### config.mk
export PLATFORM = sky130hd
export DESIGN_NAME = flyback_ctrl
export DESIGN_NICKNAME = d
export VERILOG_FILES = /design/src/rtl/flyback_pkg_dummy_guard.sv /design/src/rtl/flyback_pkg.sv /design/src/rtl/cycle_timer.sv /design/src/rtl/flyback_ctrl.sv /design/src/rtl/sync2.sv
export SDC_FILE = /design/constraint.sdc
export NUM_CORES = 1
export LEC_CHECK = 0
export BUFFER_PORTS_ARGS = -buffer_cell sky130_fd_sc_hd__buf_2
export CORE_ASPECT_RATIO = 1.75
export CORE_MARGIN = 8
export CORE_UTILIZATION = 69
export DETAILED_ROUTE_END_ITERATION = 8
export PLACE_DENSITY = 0.9
export SYNTH_ARGS = -nofsm -noshare
export SYNTH_HDL_FRONTEND = slang
export SYNTH_HIERARCHICAL = 1
export SYNTH_SLANG_ARGS = --single-unit
### constraint.sdc
create_clock -name clk -period 9.1 [get_ports clk]
set_input_delay 1.365 -clock clk [delete_from_list [all_inputs] [get_ports clk]]
set_output_delay 1.365 -clock clk [all_outputs]
set_load 0.01 [all_outputs]
### src/rtl/flyback_pkg_dummy_guard.sv
// Spare design file: holds no logic.

### src/rtl/flyback_pkg.sv
// Constants, types and timing counts of the flyback control core.
// Assumes a single 100 MHz clock; analog comparators sit outside.
package flyback_pkg;

  ////////////////////////////////////////////////////////////////////////
  // Timing
  localparam int unsigned CLK_MHZ      = 100;
  localparam int unsigned TON_MAX_NS   = 13800;
  localparam int unsigned RESET_MAX_NS = 110000;
  localparam int unsigned VS_WAIT_NS   = 2000;
  localparam int unsigned SW_FREQ_KHZ  = 72;

  localparam int unsigned CNT_W = 14;
  typedef logic [CNT_W-1:0] cnt_t;

  // Longest times round down
  localparam cnt_t TON_MAX_CYC = cnt_t'((TON_MAX_NS * CLK_MHZ) / 1000);
  localparam int unsigned RESET_MAX_CYC_DEF = (RESET_MAX_NS * CLK_MHZ) / 1000;
  localparam cnt_t VS_WAIT_CYC = cnt_t'((VS_WAIT_NS * CLK_MHZ) / 1000);
  localparam cnt_t PERIOD_CYC  = cnt_t'((CLK_MHZ * 1000) / SW_FREQ_KHZ);

  // Comparator trip points, in millivolts, set in the analog front end
  localparam int unsigned START_MV   = 11000;
  localparam int unsigned LOCKOUT_MV = 4000;
  localparam int unsigned OCP_MV     = 1150;

  ////////////////////////////////////////////////////////////////////////
  // Regulation settings
  localparam cnt_t TON_LIGHT  = 14'h0064;
  localparam cnt_t SS_START   = 14'h0014;
  localparam cnt_t SS_STEP    = 14'h0010;
  localparam cnt_t TOFF_MAX   = 14'h2000;
  localparam int unsigned SAMPLE_LAG = 4;

  localparam int unsigned FB_W = 8;
  typedef logic [FB_W-1:0] fb_t;
  localparam fb_t FB_REF = 8'hA0;
  localparam fb_t FB_SCP = 8'h30;

  localparam logic [2:0] OCP_LIMIT = 3'h4;

  ////////////////////////////////////////////////////////////////////////
  // Types
  typedef enum logic [1:0] {
    ST_LOCKOUT   = 2'b00,
    ST_SOFTSTART = 2'b01,
    ST_REGULATE  = 2'b11,
    ST_FAULT     = 2'b10
  } mode_t;

  typedef enum logic [1:0] {
    PH_IDLE  = 2'b00,
    PH_ON    = 2'b01,
    PH_RESET = 2'b11,
    PH_WAIT  = 2'b10
  } phase_t;

  typedef struct packed {
    logic start_ok;
    logic lock_ok;
    logic ipeak;
    logic overcurrent_protect;
    logic vsense;
    logic overvoltage_protect;
  } comp_t;

  typedef struct packed {
    logic overvoltage_protect;
    logic short_circuit_protect;
    logic overcurrent_protect;
    logic isense;
    logic max_on;
    logic reset_to;
    logic no_sense;
  } fault_t;

  typedef struct packed {
    logic       on;
    logic [3:0] base_level;
  } drive_t;

endpackage

### src/rtl/cycle_timer.sv
// Saturating cycle counter, cleared to zero by a one-cycle request.
// Assumes the owner clears it on each phase or cycle boundary.
`timescale 1ns/1ps
module cycle_timer #(
  parameter int unsigned W = 14
) (
  // Clock and reset
  input  wire logic         clk,
  input  wire logic         resetn,
  // Control
  input  wire logic         clear,
  output logic      [W-1:0] count
);

  logic [W-1:0] count_d;

  always_comb begin
    if (clear) begin
      count_d = '0;
    end else if (&count) begin
      count_d = count;
    end else begin
      count_d = count + {{(W-1){1'b0}}, 1'b1};
    end
  end

  always_ff @(posedge clk or negedge resetn) begin
    if (!resetn) begin
      count <= '0;
    end else begin
      count <= count_d;
    end
  end

endmodule // cycle_timer

### src/rtl/flyback_ctrl.sv
// Flyback primary-side control core: start-up, soft-start, switching
// cycle, constant-voltage loop and protections.
// Assumes comparator outputs arrive asynchronously; feedback code is a
// clock-synchronous converter word.
`timescale 1ns/1ps
module flyback_ctrl #(
  parameter int unsigned RESET_MAX_CYC = flyback_pkg::RESET_MAX_CYC_DEF
) (
  // Clock and reset
  input  wire logic               clk,
  input  wire logic               resetn,
  // Analog front end
  input  wire flyback_pkg::comp_t comp_raw,
  input  wire flyback_pkg::fb_t   fb_code,
  // Switch drive
  output flyback_pkg::drive_t     drive,
  // Start-up
  output logic                    enable,
  output logic                    startup_device_ctrl,
  // Status
  output flyback_pkg::fb_t        feedback_level,
  output logic                    load_heavy,
  output logic                    variable_freq,
  output flyback_pkg::fault_t     faults
);

  localparam flyback_pkg::cnt_t RESET_LIM =
    flyback_pkg::cnt_t'(RESET_MAX_CYC);

  ////////////////////////////////////////////////////////////////////////
  // Synchronisers and timers

  flyback_pkg::comp_t comp_s;
  flyback_pkg::cnt_t  phase_cnt;
  flyback_pkg::cnt_t  cycle_cnt;
  flyback_pkg::phase_t ph_q, ph_d;
  flyback_pkg::mode_t  mode_q, mode_d;

  sync2 #(.W($bits(flyback_pkg::comp_t))) u_sync (
    .clk    (clk),
    .resetn (resetn),
    .din    (comp_raw),
    .dout   (comp_s)
  );

  cycle_timer #(.W(flyback_pkg::CNT_W)) u_phase_tmr (
    .clk    (clk),
    .resetn (resetn),
    .clear  (ph_d != ph_q),
    .count  (phase_cnt)
  );

  cycle_timer #(.W(flyback_pkg::CNT_W)) u_cycle_tmr (
    .clk    (clk),
    .resetn (resetn),
    .clear  ((ph_d == flyback_pkg::PH_ON) && (ph_q != flyback_pkg::PH_ON)),
    .count  (cycle_cnt)
  );

  ////////////////////////////////////////////////////////////////////////
  // State

  flyback_pkg::cnt_t   ss_q, ss_d;
  flyback_pkg::cnt_t   ton_q, ton_d;
  flyback_pkg::cnt_t   toff_q, toff_d;
  logic [2:0]          ocp_cnt_q, ocp_cnt_d;
  logic                seen_q, seen_d;
  logic                vs_prev_q;
  flyback_pkg::fb_t    fbl_q, fbl_d;
  flyback_pkg::fb_t    fb_hist_q [flyback_pkg::SAMPLE_LAG];
  flyback_pkg::fault_t faults_q, faults_d, flt_new;
  flyback_pkg::drive_t drive_q, drive_d;
  logic                enable_q, startup_q;
  logic                heavy_q, varfreq_q;

  logic                active;
  logic                vs_fall;
  logic                on_done;
  logic                period_done;
  logic                ss_done;
  flyback_pkg::cnt_t   ton_lim;
  flyback_pkg::fb_t    fb_sample;
  flyback_pkg::fb_t    err;
  flyback_pkg::cnt_t   ton_step;
  flyback_pkg::cnt_t   toff_step;

  assign active  = (mode_q == flyback_pkg::ST_SOFTSTART) ||
                   (mode_q == flyback_pkg::ST_REGULATE);
  assign vs_fall = vs_prev_q && !comp_s.vsense;
  // Soft-start ceiling only narrows the pulse, never widens it
  assign ton_lim = ((mode_q == flyback_pkg::ST_SOFTSTART) && (ss_q < ton_q))
                   ? ss_q : ton_q;
  assign on_done = (flyback_pkg::cnt_t'(phase_cnt + 14'h0001) >= ton_lim);
  // Off-time extension beyond the fixed period lowers the frequency
  assign period_done = (flyback_pkg::cnt_t'(cycle_cnt + 14'h0001) >=
                        flyback_pkg::cnt_t'(flyback_pkg::PERIOD_CYC +
                                            toff_q));
  // Oldest history word: taken just before the knee, where the
  // secondary current is small and repeatable
  assign fb_sample = fb_hist_q[flyback_pkg::SAMPLE_LAG-1];
  // Error amplifier: integral action, step scales with the error
  assign err = (fb_sample > flyback_pkg::FB_REF)
               ? flyback_pkg::fb_t'(fb_sample - flyback_pkg::FB_REF)
               : flyback_pkg::fb_t'(flyback_pkg::FB_REF - fb_sample);
  assign ton_step  = flyback_pkg::cnt_t'(err);
  assign toff_step = flyback_pkg::cnt_t'({err, 2'b00});

  ////////////////////////////////////////////////////////////////////////
  // Next state

  always_comb begin
    mode_d    = mode_q;
    ph_d      = ph_q;
    ss_d      = ss_q;
    ton_d     = ton_q;
    toff_d    = toff_q;
    ocp_cnt_d = ocp_cnt_q;
    seen_d    = seen_q;
    fbl_d     = fbl_q;
    flt_new   = '0;
    ss_done   = 1'b0;

    case (ph_q)
      flyback_pkg::PH_IDLE: begin
        if (active) begin
          ph_d = flyback_pkg::PH_ON;
        end
      end
      flyback_pkg::PH_ON: begin
        // Current already tripped at turn-on: sense path is broken
        if ((phase_cnt == '0) && comp_s.ipeak) begin
          flt_new.isense = 1'b1;
        end
        if (comp_s.ipeak || comp_s.overcurrent_protect || on_done) begin
          ph_d   = flyback_pkg::PH_RESET;
          seen_d = 1'b0;
          if (comp_s.overcurrent_protect) begin
            if (ocp_cnt_q == (flyback_pkg::OCP_LIMIT - 3'h1)) begin
              flt_new.overcurrent_protect = 1'b1;
            end
            ocp_cnt_d = ocp_cnt_q + 3'h1;
          end else begin
            ocp_cnt_d = 3'h0;
          end
          if (!comp_s.ipeak && !comp_s.overcurrent_protect &&
              (ton_lim == flyback_pkg::TON_MAX_CYC)) begin
            flt_new.max_on = 1'b1;
          end
        end
      end
      flyback_pkg::PH_RESET: begin
        if (comp_s.vsense) begin
          seen_d = 1'b1;
        end
        if (vs_fall) begin
          ph_d  = flyback_pkg::PH_WAIT;
          fbl_d = fb_sample;
          if (comp_s.overvoltage_protect) begin
            flt_new.overvoltage_protect = 1'b1;
          end
          if (mode_q == flyback_pkg::ST_SOFTSTART) begin
            if ((flyback_pkg::TON_MAX_CYC - ss_q) > flyback_pkg::SS_STEP) begin
              ss_d = ss_q + flyback_pkg::SS_STEP;
            end else begin
              ss_d    = flyback_pkg::TON_MAX_CYC;
              ss_done = 1'b1;
            end
          end else if (mode_q == flyback_pkg::ST_REGULATE) begin
            if (fb_sample < flyback_pkg::FB_SCP) begin
              flt_new.short_circuit_protect = 1'b1;
            end
            // Heavy load trims on-time; light load stretches off-time
            if (fb_sample > flyback_pkg::FB_REF) begin
              if ((toff_q == '0) && (ton_q > flyback_pkg::TON_LIGHT)) begin
                if ((ton_q - flyback_pkg::TON_LIGHT) > ton_step) begin
                  ton_d = ton_q - ton_step;
                end else begin
                  ton_d = flyback_pkg::TON_LIGHT;
                end
              end else if ((flyback_pkg::TOFF_MAX - toff_q) > toff_step) begin
                toff_d = toff_q + toff_step;
              end else begin
                toff_d = flyback_pkg::TOFF_MAX;
              end
            end else if (fb_sample < flyback_pkg::FB_REF) begin
              if (toff_q != '0) begin
                if (toff_q > toff_step) begin
                  toff_d = toff_q - toff_step;
                end else begin
                  toff_d = '0;
                end
              end else if ((flyback_pkg::TON_MAX_CYC - ton_q) > ton_step) begin
                ton_d = ton_q + ton_step;
              end else begin
                ton_d = flyback_pkg::TON_MAX_CYC;
              end
            end
          end
        end else if (!seen_q && (phase_cnt >= flyback_pkg::VS_WAIT_CYC)) begin
          flt_new.no_sense = 1'b1;
        end else if (flyback_pkg::cnt_t'(phase_cnt + 14'h0001) >= RESET_LIM) begin
          flt_new.reset_to = 1'b1;
        end
      end
      flyback_pkg::PH_WAIT: begin
        if (period_done) begin
          ph_d = flyback_pkg::PH_ON;
        end
      end
      default: begin
        ph_d = flyback_pkg::PH_IDLE;
      end
    endcase

    case (mode_q)
      flyback_pkg::ST_LOCKOUT: begin
        if (comp_s.start_ok) begin
          mode_d = flyback_pkg::ST_SOFTSTART;
        end
      end
      flyback_pkg::ST_SOFTSTART, flyback_pkg::ST_REGULATE: begin
        if (ss_done) begin
          mode_d = flyback_pkg::ST_REGULATE;
        end
        if (flt_new != '0) begin
          mode_d = flyback_pkg::ST_FAULT;
        end
      end
      flyback_pkg::ST_FAULT: begin
        // Stays biased, drains the supply until lockout
        mode_d = flyback_pkg::ST_FAULT;
      end
      default: begin
        mode_d = flyback_pkg::ST_LOCKOUT;
      end
    endcase

    if (!comp_s.lock_ok) begin
      mode_d = flyback_pkg::ST_LOCKOUT;
    end

    faults_d = faults_q | flt_new;

    if (mode_d == flyback_pkg::ST_FAULT) begin
      ph_d = flyback_pkg::PH_IDLE;
    end
    if (mode_d == flyback_pkg::ST_LOCKOUT) begin
      ph_d      = flyback_pkg::PH_IDLE;
      ss_d      = flyback_pkg::SS_START;
      ton_d     = flyback_pkg::TON_MAX_CYC;
      toff_d    = '0;
      ocp_cnt_d = 3'h0;
      seen_d    = 1'b0;
      fbl_d     = '0;
      faults_d  = '0;
    end

    drive_d.on         = (ph_d == flyback_pkg::PH_ON);
    drive_d.base_level = ton_lim[10:7];
  end

  ////////////////////////////////////////////////////////////////////////
  // Registers

  always_ff @(posedge clk or negedge resetn) begin
    if (!resetn) begin
      mode_q    <= flyback_pkg::ST_LOCKOUT;
      ph_q      <= flyback_pkg::PH_IDLE;
      ss_q      <= flyback_pkg::SS_START;
      ton_q     <= flyback_pkg::TON_MAX_CYC;
      toff_q    <= '0;
      ocp_cnt_q <= 3'h0;
      seen_q    <= 1'b0;
      vs_prev_q <= 1'b0;
      fbl_q     <= '0;
      faults_q  <= '0;
      drive_q   <= '0;
      enable_q  <= 1'b0;
      startup_q <= 1'b1;
      heavy_q   <= 1'b0;
      varfreq_q <= 1'b0;
      for (int i = 0; i < flyback_pkg::SAMPLE_LAG; i++) begin
        fb_hist_q[i] <= '0;
      end
    end else begin
      mode_q    <= mode_d;
      ph_q      <= ph_d;
      ss_q      <= ss_d;
      ton_q     <= ton_d;
      toff_q    <= toff_d;
      ocp_cnt_q <= ocp_cnt_d;
      seen_q    <= seen_d;
      vs_prev_q <= comp_s.vsense;
      fbl_q     <= fbl_d;
      faults_q  <= faults_d;
      drive_q   <= drive_d;
      enable_q  <= (mode_d != flyback_pkg::ST_LOCKOUT);
      startup_q <= (mode_d == flyback_pkg::ST_LOCKOUT);
      heavy_q   <= (mode_d == flyback_pkg::ST_REGULATE) && (toff_d == '0) &&
                   (ton_d > flyback_pkg::TON_LIGHT);
      varfreq_q <= (toff_d != '0);
      fb_hist_q[0] <= fb_code;
      for (int i = 1; i < flyback_pkg::SAMPLE_LAG; i++) begin
        fb_hist_q[i] <= fb_hist_q[i-1];
      end
    end
  end

  assign drive               = drive_q;
  assign enable              = enable_q;
  assign startup_device_ctrl = startup_q;
  assign feedback_level      = fbl_q;
  assign load_heavy          = heavy_q;
  assign variable_freq       = varfreq_q;
  assign faults              = faults_q;
endmodule // flyback_ctrl

### src/rtl/sync2.sv
// Two-flop synchroniser for a group of comparator levels.
// Assumes inputs are quasi-static compared with the clock.
`timescale 1ns/1ps
module sync2 #(
  parameter int unsigned W = 1
) (
  // Clock and reset
  input  wire logic         clk,
  input  wire logic         resetn,
  // Levels
  input  wire logic [W-1:0] din,
  output logic      [W-1:0] dout
);

  logic [W-1:0] meta_q;

  always_ff @(posedge clk or negedge resetn) begin
    if (!resetn) begin
      meta_q <= '0;
      dout   <= '0;
    end else begin
      meta_q <= din;
      dout   <= meta_q;
    end
  end

endmodule // sync2
==> flow_metrics.py, run 1 <==
metrics = {
    "outcome": {
        "status": "finished clean",
    },
    "yosys": {
        "synth_cells": 1389,
        "synth-seq-cells": 144,
        "synthArstFlopShare_pct": 100,
        "synth_cell_type_count": 92,
        "synth-edff-count": 0,
        "yosysWarnings": 6,
        "syn_avg_cell_area_um2": 8.46,
        "synth.cell_area_mm2": 0.0118,
        "syn_nets": 1521,
        "synth_seq_area_share_pct": 30.7,
        "synth_ff_type": "dfrtp_1",
    },
    "cells_and_area": {
        "layout_commonest_cell": "nor2_1",
        "fin_area_mm2": 0.0126,
        "syn_to_final_growth_pct": 7.62,
        "drive_above_1_share_pct": 9.97,
        "num_antenna_cells": 0,
        "layout_common_cells": "nor2_1, dfrtp_1, ha_1",
        "fill_cells": 1214,
        "nets": 1523,
    },
    "global_route": {
        "grt_pass1_vias": 11839,
        "track_usage_pct": 41.3,
        "grt_pass1_wl_mm": 66.7,
        "antenna_found_initial": 0,
        "grt_max_degree": 81,
        "grt_overflow": 0,
    },
    "timing": {
        "worst_pin_slew_ns": 1.11,
        "finalSetupTns_ns": 0,
        "clock_skew_ns": 0.0133,
        "post-route-min-period_ns": 6.47,
        "rsz0062_at_grt": "no",
        "whs_ns": 0.345,
        "hold_viol": 0,
        "finalSetupViolCount": 0,
        "slew_viol_final": 0,
        "layout_setup_ws_ns": 2.63,
        "fmax_mhz": 155,
        "period_share_pct": 71.1,
        "slew_headroom_pct": 25.4,
    },
    "floorplan": {
        "die_w_um": 115,
        "num_io_pins": 40,
        "start_util_pct": 70.0,
        "core.rowCount": 63,
        "core_area_mm2": 0.0168,
        "fp.dieH_um": 189,
        "dieArea_mm2": 0.0216,
    },
    "pwr": {
        "power_density_mw_per_mm2": 152,
        "finalPower_mw": 1.92,
        "irDropWorstVdd_uv": 192,
        "p_leak_nw": 5.70,
    },
    "hold_path": {
        "hold_path.class": "reg -> reg",
    },
    "cts": {
        "postCtsHoldBufs": 0,
        "cts_setup_buffers": 0,
        "cts_root_buf": "clkbuf_16",
        "clkTransAtPathRegs_ns": 0.07,
        "htreeDepth": 4,
        "clock_latency_ns": 0.44,
        "max-clock-path-buffers": 2,
        "cts_tree": "done",
        "post_cts_resized": 0,
        "cts_sinks": 144,
        "cts_inserted_buffers": 17,
    },
    "drt": {
        "dr.pass1.iters": 7,
        "via_per_inst": 7.16,
        "ant_nets": 0,
        "maxUsedRoutingLayer": "met5",
        "met3_length_mm": 4.03,
        "wl_per_cell_um": 26.6,
        "wl_met1_mm": 13.3,
        "wl_met2_mm": 21.3,
        "drt_iter0_drc": 1470,
        "wl_mm": 43.4,
        "drcViolationCount": 0,
        "via_count": 11681,
    },
    "placement": {
        "dpl_cell_area_mm2": 0.0120,
        "post-place-ws_ns": 2.85,
        "port-buffer-count": 39,
        "gp_congestion": 1.12,
        "place_hpwl_mm": 30.6,
    },
    "worst_setup_path": {
        "path_max_fanout": 15,
        "path_cells": "inv_1, ha_1, nand3_1, o21a_1, o21ai_0, a21boi_1, buf_4, nor2_1, a21oi_1, ha_1, a21o_1, a211oi_1, o21bai_1, a311oi_1, nor4bb_1, o211a_1, a31oi_1, a31oi_1, or3_1, nand3_1, nor2b_1, mux2_2",
        "crit_family": "compound AO/OA/AOI/OAI gates",
        "cp.arrival_ns": 6.79,
        "critPathCaptureType": "register",
        "cp-start-kind": "register",
        "crit_slowest_cell": "dfrtp_1",
        "cp.buffers_inverters": 2,
        "cp_slowest_stage_delay_ns": 0.74,
        "critPathRequiredTime_ns": 9.43,
        "criticalPathCategory": "reg -> reg",
    },
    "job": {
        "max_cap_violations": 0,
    },
}
## path summary, 6_finish.rpt
kind,from,endpoint,slack (ns),cells after the start
hold / removal,fb_hist_q[21],fb_hist_q[13],0.34,0
setup reg to reg,ton_q[7],u_phase_tmr/count[3],2.63,22
max in group asynchronous,resetn,drive[2],6.79,2
setup / recovery,ton_q[7],u_phase_tmr/count[3],2.63,22
min in group asynchronous,resetn,fb_hist_q[27],0.95,1
hold reg to reg,fb_hist_q[21],fb_hist_q[13],0.34,0
## cell families (layout without fill, tap and decap cells)
logic type | after synthesis | in the layout | share of synthesized area [%]
flip-flops | 144 | 144 | 30.7
adder cells (fa/ha/maj) | 116 | 116 | 12.6
buffers and inverters | 142 | 157 | 4.95
multiplexers | 21 | 21 | 1.82
XOR/XNOR | 92 | 92 | 6.86
AO/OA/AOI/OAI | 345 | 345 | 19.6
AND/OR/NAND/NOR | 529 | 529 | 23.4
## layer usage
metal / vias up / global-route usage (%)
met5: - / 2.46
met1: 5494 / 38.1
met2: 811 / 70.3
met4: 2 / 36.5
li1: 5028 / -
met3: 346 / 13.6
## cell type report
| type | instances | area, µm² | share of cell area (%) |
|---|---|---|---|
| Multi-Input combinational cell | 1103 | 7580 | 59.9 |
| Timing Repair Buffer | 49 | 274 | 2.17 |
| Inverter | 76 | 285 | 2.26 |
| Clock buffer | 17 | 425 | 3.36 |
| Clock inverter | 15 | 188 | 1.48 |
| Sequential cell | 144 | 3610 | 28.6 |
| Tap cell | 227 | 284 | 2.25 |
## worst register-to-register path: stages (launching register included)
cell and delay (ns):
dfrtp_1 0.74, inv_1 0.26, ha_1 0.38, nand3_1 0.08
o21a_1 0.22, o21ai_0 0.16, a21boi_1 0.52, buf_4 0.31
nor2_1 0.06, a21oi_1 0.13, ha_1 0.28, a21o_1 0.20
a211oi_1 0.22, o21bai_1 0.12, a311oi_1 0.34, nor4bb_1 0.14
o211a_1 0.36, a31oi_1 0.42, a31oi_1 0.15, or3_1 0.33
nand3_1 0.52, nor2b_1 0.11, mux2_2 0.28
## flip-flops by register name, summed over array words and instances (netlist names)
register             cells
feedback_level           8
ocp_cnt_q                3
vs_prev_q                1
enable                   1
toff_q                  14
faults                   7
seen_q                   1
fb_hist_q               24
u_sync/meta_q            6
ss_q                    11
ph_q                     2
load_heavy               1
u_cycle_tmr/count       14
fb_sample                8
ton_q                   14
startup_device_ctrl      1
u_phase_tmr/count       14
mode_q                   2
variable_freq            1
drive                    5
u_sync/dout              6
## stage by stage
step / utilization, % / std cells
after floorplan: - / 1389
after global placement: 71.6 / 1598
after detailed placement: 71.6 / 1598
after CTS: 75.3 / 1630
after global routing: 75.3 / 1631
final: 75.3 / 1631
## cells in the mapped netlist, drive strengths merged, types with 6 or more instances
cell type	n	share of area [%]
a2111oi	7	0.54
a211oi	12	0.81
a21o	19	1.2
a21oi	97	4.2
a31oi	19	1.0
and2	16	0.85
and3	15	0.80
and4	12	0.92
buf	11	0.77
clkbuf	55	1.8
dfrtp	136	29
dfstp	8	1.8
ha	112	12
inv	76	2.4
mux2i	18	1.5
nand2	103	3.4
nand2b	18	0.96
nand3	55	2.3
nand4	26	1.6
nor2	148	4.9
nor2b	19	1.0
nor3	41	1.8
nor4	21	1.2
o2111ai	6	0.45
o211ai	14	0.89
o21a	16	1.0
o21ai	75	3.2
o311ai	7	0.67
or2	10	0.53
or3	10	0.53
or4	11	0.86
xnor2	63	4.7
xor2	29	2.2
## where the power goes
group	leakage [nW]	total (mW)	switching [mW]	internal (mW)
clock	0.299	0.737	0.341	0.397
combinational	3.55	0.436	0.274	0.162
sequential	1.86	0.744	0.0696	0.675
No activity file was read; power rests on OpenSTA's default activity.
==> run 2: changes to the inputs <==
--- a/config.mk
+++ b/config.mk
@@ -5,12 +5,13 @@
 export SDC_FILE = /design/constraint.sdc
 export NUM_CORES = 1
 export LEC_CHECK = 0
+export ABC_AREA = 1
 export BUFFER_PORTS_ARGS = -buffer_cell sky130_fd_sc_hd__buf_2
 export CORE_ASPECT_RATIO = 1.75
 export CORE_MARGIN = 8
-export CORE_UTILIZATION = 69
+export CORE_UTILIZATION = 58
 export DETAILED_ROUTE_END_ITERATION = 8
-export PLACE_DENSITY = 0.9
+export PLACE_DENSITY = 0.81
 export SYNTH_ARGS = -nofsm -noshare
 export SYNTH_HDL_FRONTEND = slang
 export SYNTH_HIERARCHICAL = 1
==> constraint.sdc (replaced) <==
create_clock -name clk -period 5.55 [get_ports clk]
set_input_delay 0.8325 -clock clk [delete_from_list [all_inputs] [get_ports clk]]
set_output_delay 0.8325 -clock clk [all_outputs]
set_load 0.01 [all_outputs]
==> run 2 against run 1 <==
Against the previous run: global-route usage decreased by 13 points; cell count increased by 23%; non-clock buffer count increased by 28; critical endpoint is now u_phase_tmr/count[2]; largest cell class unchanged; highest routed layer is now met4.
==> flow_metrics.py, run 2 <==
metrics = {
    "timing": {
        "post-route-min-period_ns": 5.12,
        "slew_viol_final": 0,
        "finalSetupViolCount": 0,
        "period_share_pct": 92.2,
        "fmax_mhz": 195,
        "whs_ns": 0.348,
        "rsz0062_at_grt": "no",
        "slew_headroom_pct": 33.9,
        "clock_skew_ns": 0.0126,
        "worst_pin_slew_ns": 0.992,
        "hold_viol": 0,
        "finalSetupTns_ns": 0,
    },
    "drt": {
        "drcViolationCount": 0,
        "drt_iter0_drc": 1054,
        "ant_nets": 0,
        "wl_mm": 36.2,
        "dr.pass1.iters": 6,
        "wl_per_cell_um": 18.0,
        "via_count": 11802,
        "via_per_inst": 5.87,
    },
    "yosys": {
        "synth_top_area_cell": "dfrtp_1",
        "synthArstFlopShare_pct": 100,
        "synth_seq_area_share_pct": 30.3,
        "synth.cell_area_mm2": 0.0119,
        "synth_area_leaders": "dfrtp_1, nand2_1, ha_1",
        "synth-seq-cells": 144,
        "syn_avg_cell_area_um2": 7.06,
        "syn_nets": 1822,
        "yosysWarnings": 6,
        "synth-edff-count": 0,
        "synth_top_area_share_pct": 28.5,
        "yosys-top-cells-count": "nand2_1, inv_1, nor2_1",
        "synth_cells": 1690,
        "synth_ff_type": "dfrtp_1",
        "synth_cell_type_count": 54,
        "synth.most_common_cell": "nand2_1",
    },
    "cells_and_area": {
        "fill_cells": 1748,
        "largest_reg_flops": 24,
        "syn_to_final_growth_pct": 10.2,
        "top_register": "fb_hist_q",
        "multi_input_area_mm2": 0.00726,
        "layout_common_cells": "nand2_1, inv_1, nor2_1",
        "num_antenna_cells": 0,
        "final_core_util_pct": 64.8,
        "drive_above_1_share_pct": 9.82,
        "nets": 1880,
        "regArea_mm2": 0.00361,
        "layout_commonest_cell": "nand2_1",
    },
    "pwr": {
        "p_int_mw": 2.02,
        "p_seq_share_pct": 39.3,
        "clock_power_share_pct": 37.0,
        "irDropWorstVdd_uv": 398,
        "switchingPower_mw": 1.08,
        "pwr-share-comb_pct": 23.6,
        "p_leak_nw": 7.01,
        "finalPower_mw": 3.10,
        "switching_share_pct": 34.9,
        "power_density_mw_per_mm2": 236,
    },
    "cts": {
        "htreeDepth": 4,
        "cts_sinks": 144,
        "clock_latency_ns": 0.43,
        "max-clock-path-buffers": 2,
        "clkTransAtPathRegs_ns": 0.07,
        "cts_tree": "done",
        "cts_inserted_buffers": 17,
        "cts_root_buf": "clkbuf_16",
        "postCtsHoldBufs": 0,
    },
    "global_route": {
        "track_usage_pct": 28.1,
        "grt_pass1_wl_mm": 58.1,
        "antenna_found_initial": 0,
        "grt_pass1_vias": 11785,
        "grt_overflow": 0,
        "grt_max_degree": 106,
    },
    "worst_setup_path": {
        "critPathRequiredTime_ns": 5.85,
        "critPathMostFrequentCell": "nand2_1",
        "crit_slowest_cell": "dfrtp_1",
        "cp.arrival_ns": 5.42,
        "cp-startpoint": "ton_q[13]",
        "worstSetupEndpoint": "u_phase_tmr/count[2]",
        "reg2reg_to": "u_phase_tmr/count[2]",
        "path_max_fanout": 16,
        "cp-start-kind": "register",
        "r2r-start": "ton_q[13]",
        "reg2reg_slack_ns": 0.43,
        "cp_slowest_stage_delay_ns": 0.43,
        "criticalPathCategory": "reg -> reg",
        "critPathCaptureType": "register",
        "r2r.worst_path.cells": 32,
    },
    "placement": {
        "port-buffer-count": 39,
        "gp_congestion": 1.05,
        "place_hpwl_mm": 27.6,
    },
    "floorplan": {
        "num_io_pins": 40,
        "start_util_pct": 58.8,
        "core.rowCount": 69,
        "die_w_um": 124,
        "fp.dieH_um": 206,
        "dieArea_mm2": 0.0256,
        "core_area_mm2": 0.0203,
    },
    "job": {
        "max_cap_violations": 0,
    },
    "outcome": {
        "status": "finished clean",
    },
    "hold_path": {
        "hold_path.class": "reg -> reg",
    },
}
==> run 2: changes by cell type after synthesis, sizes merged, moves of 19 or more <==
cell    delta
nor3      -20
xnor2     -56
nand4     +20
xor2      +45
inv      +154
nor2b     -19
nand2    +337
nor2      +42
clkbuf    -31
nand3     +63
==> run 2: worst min-delay path by stage <==
stage                                start        endpoint  slack (ns)  cells past startpoint
after detailed placement     fb_hist_q[30]   fb_hist_q[22]        0.33                      0
final                        fb_hist_q[26]   fb_hist_q[18]        0.35                      0
after global placement    u_sync/meta_q[1]  u_sync/dout[1]        0.33                      0
after global routing      u_sync/meta_q[3]  u_sync/dout[3]        0.35                      0
after floorplan              fb_hist_q[18]   fb_hist_q[10]        0.33                      0
after CTS                 u_sync/meta_q[3]  u_sync/dout[3]        0.35                      0
==> run 2: power by group through the flow <==
stage               combinational [mW]  clock (mW)  sequential (mW)
detailed placement               0.702           0             1.23
global route                     0.825        1.20             1.23
CTS                              0.718        1.16             1.22
floorplan                        0.500           0             1.20
finish                           0.732        1.15             1.22
global placement                 0.680           0             1.23
==> run 2: kinds of logic (layout without fill, tap and decap cells) <==
family	after synthesis	after routing	share of synthesized area (%)
simple gates	837	837	31.2
fa+ha+maj	116	116	12.4
compound gates	238	238	11.3
xor+xnor	81	81	5.94
buf+inv	274	345	8.90
flops	144	144	30.3
==> run 2: metal layers <==
metal | part of all wire [%] | vias to the layer above | track usage [%]
met1 | 36 | 5421 | 28.6
met3 | 6.0 | 194 | 4.13
met5 | 0 | - | 0
li1 | - | 5602 | -
met4 | 8.3 | 0 | 22.3
met2 | 50 | 585 | 50.6
==> run 2: final cells by class <==
type / instances / area share (%)
clock buffers: 18 / 3.34
clock inverters: 14 / 1.08
inverters: 235 / 6.74
multi-input cells: 1272 / 55.2
flip-flops and latches: 144 / 27.5
well taps: 248 / 2.36
repair buffers: 77 / 3.70
repair inverters: 1 / 0.0571
==> run 2: timing repair <==
| item | in CTS | in global routing |
|---|---|---|
| gates resized for setup | 0 | 3 |
| setup buffers | 0 | 2 |
| setup endpoints to repair | 0 | 14 |
| hold endpoints to repair | 0 | 0 |
==> run 2: per-stage QoR <==
step | setup slack (ns) | std cells | cell area, µm²
after floorplan | 1.02 | 1690 | 11900
after global placement | 0.527 | 1974 | 12500
after detailed placement | 0.445 | 1974 | 12500
after CTS | 0.359 | 2006 | 13100
after global routing | 0.0329 | 2009 | 13200
final | 0.433 | 2009 | 13200
==> run 2: critical path: cells and delay by family, from the launching register on <==
kind | cells | cell delay [ns]
AO/OA/AOI/OAI | 4 | 0.73
adder cells (fa/ha/maj) | 2 | 0.67
buffers and inverters | 6 | 0.89
flip-flops | 1 | 0.43
AND/OR/NAND/NOR | 20 | 2.24
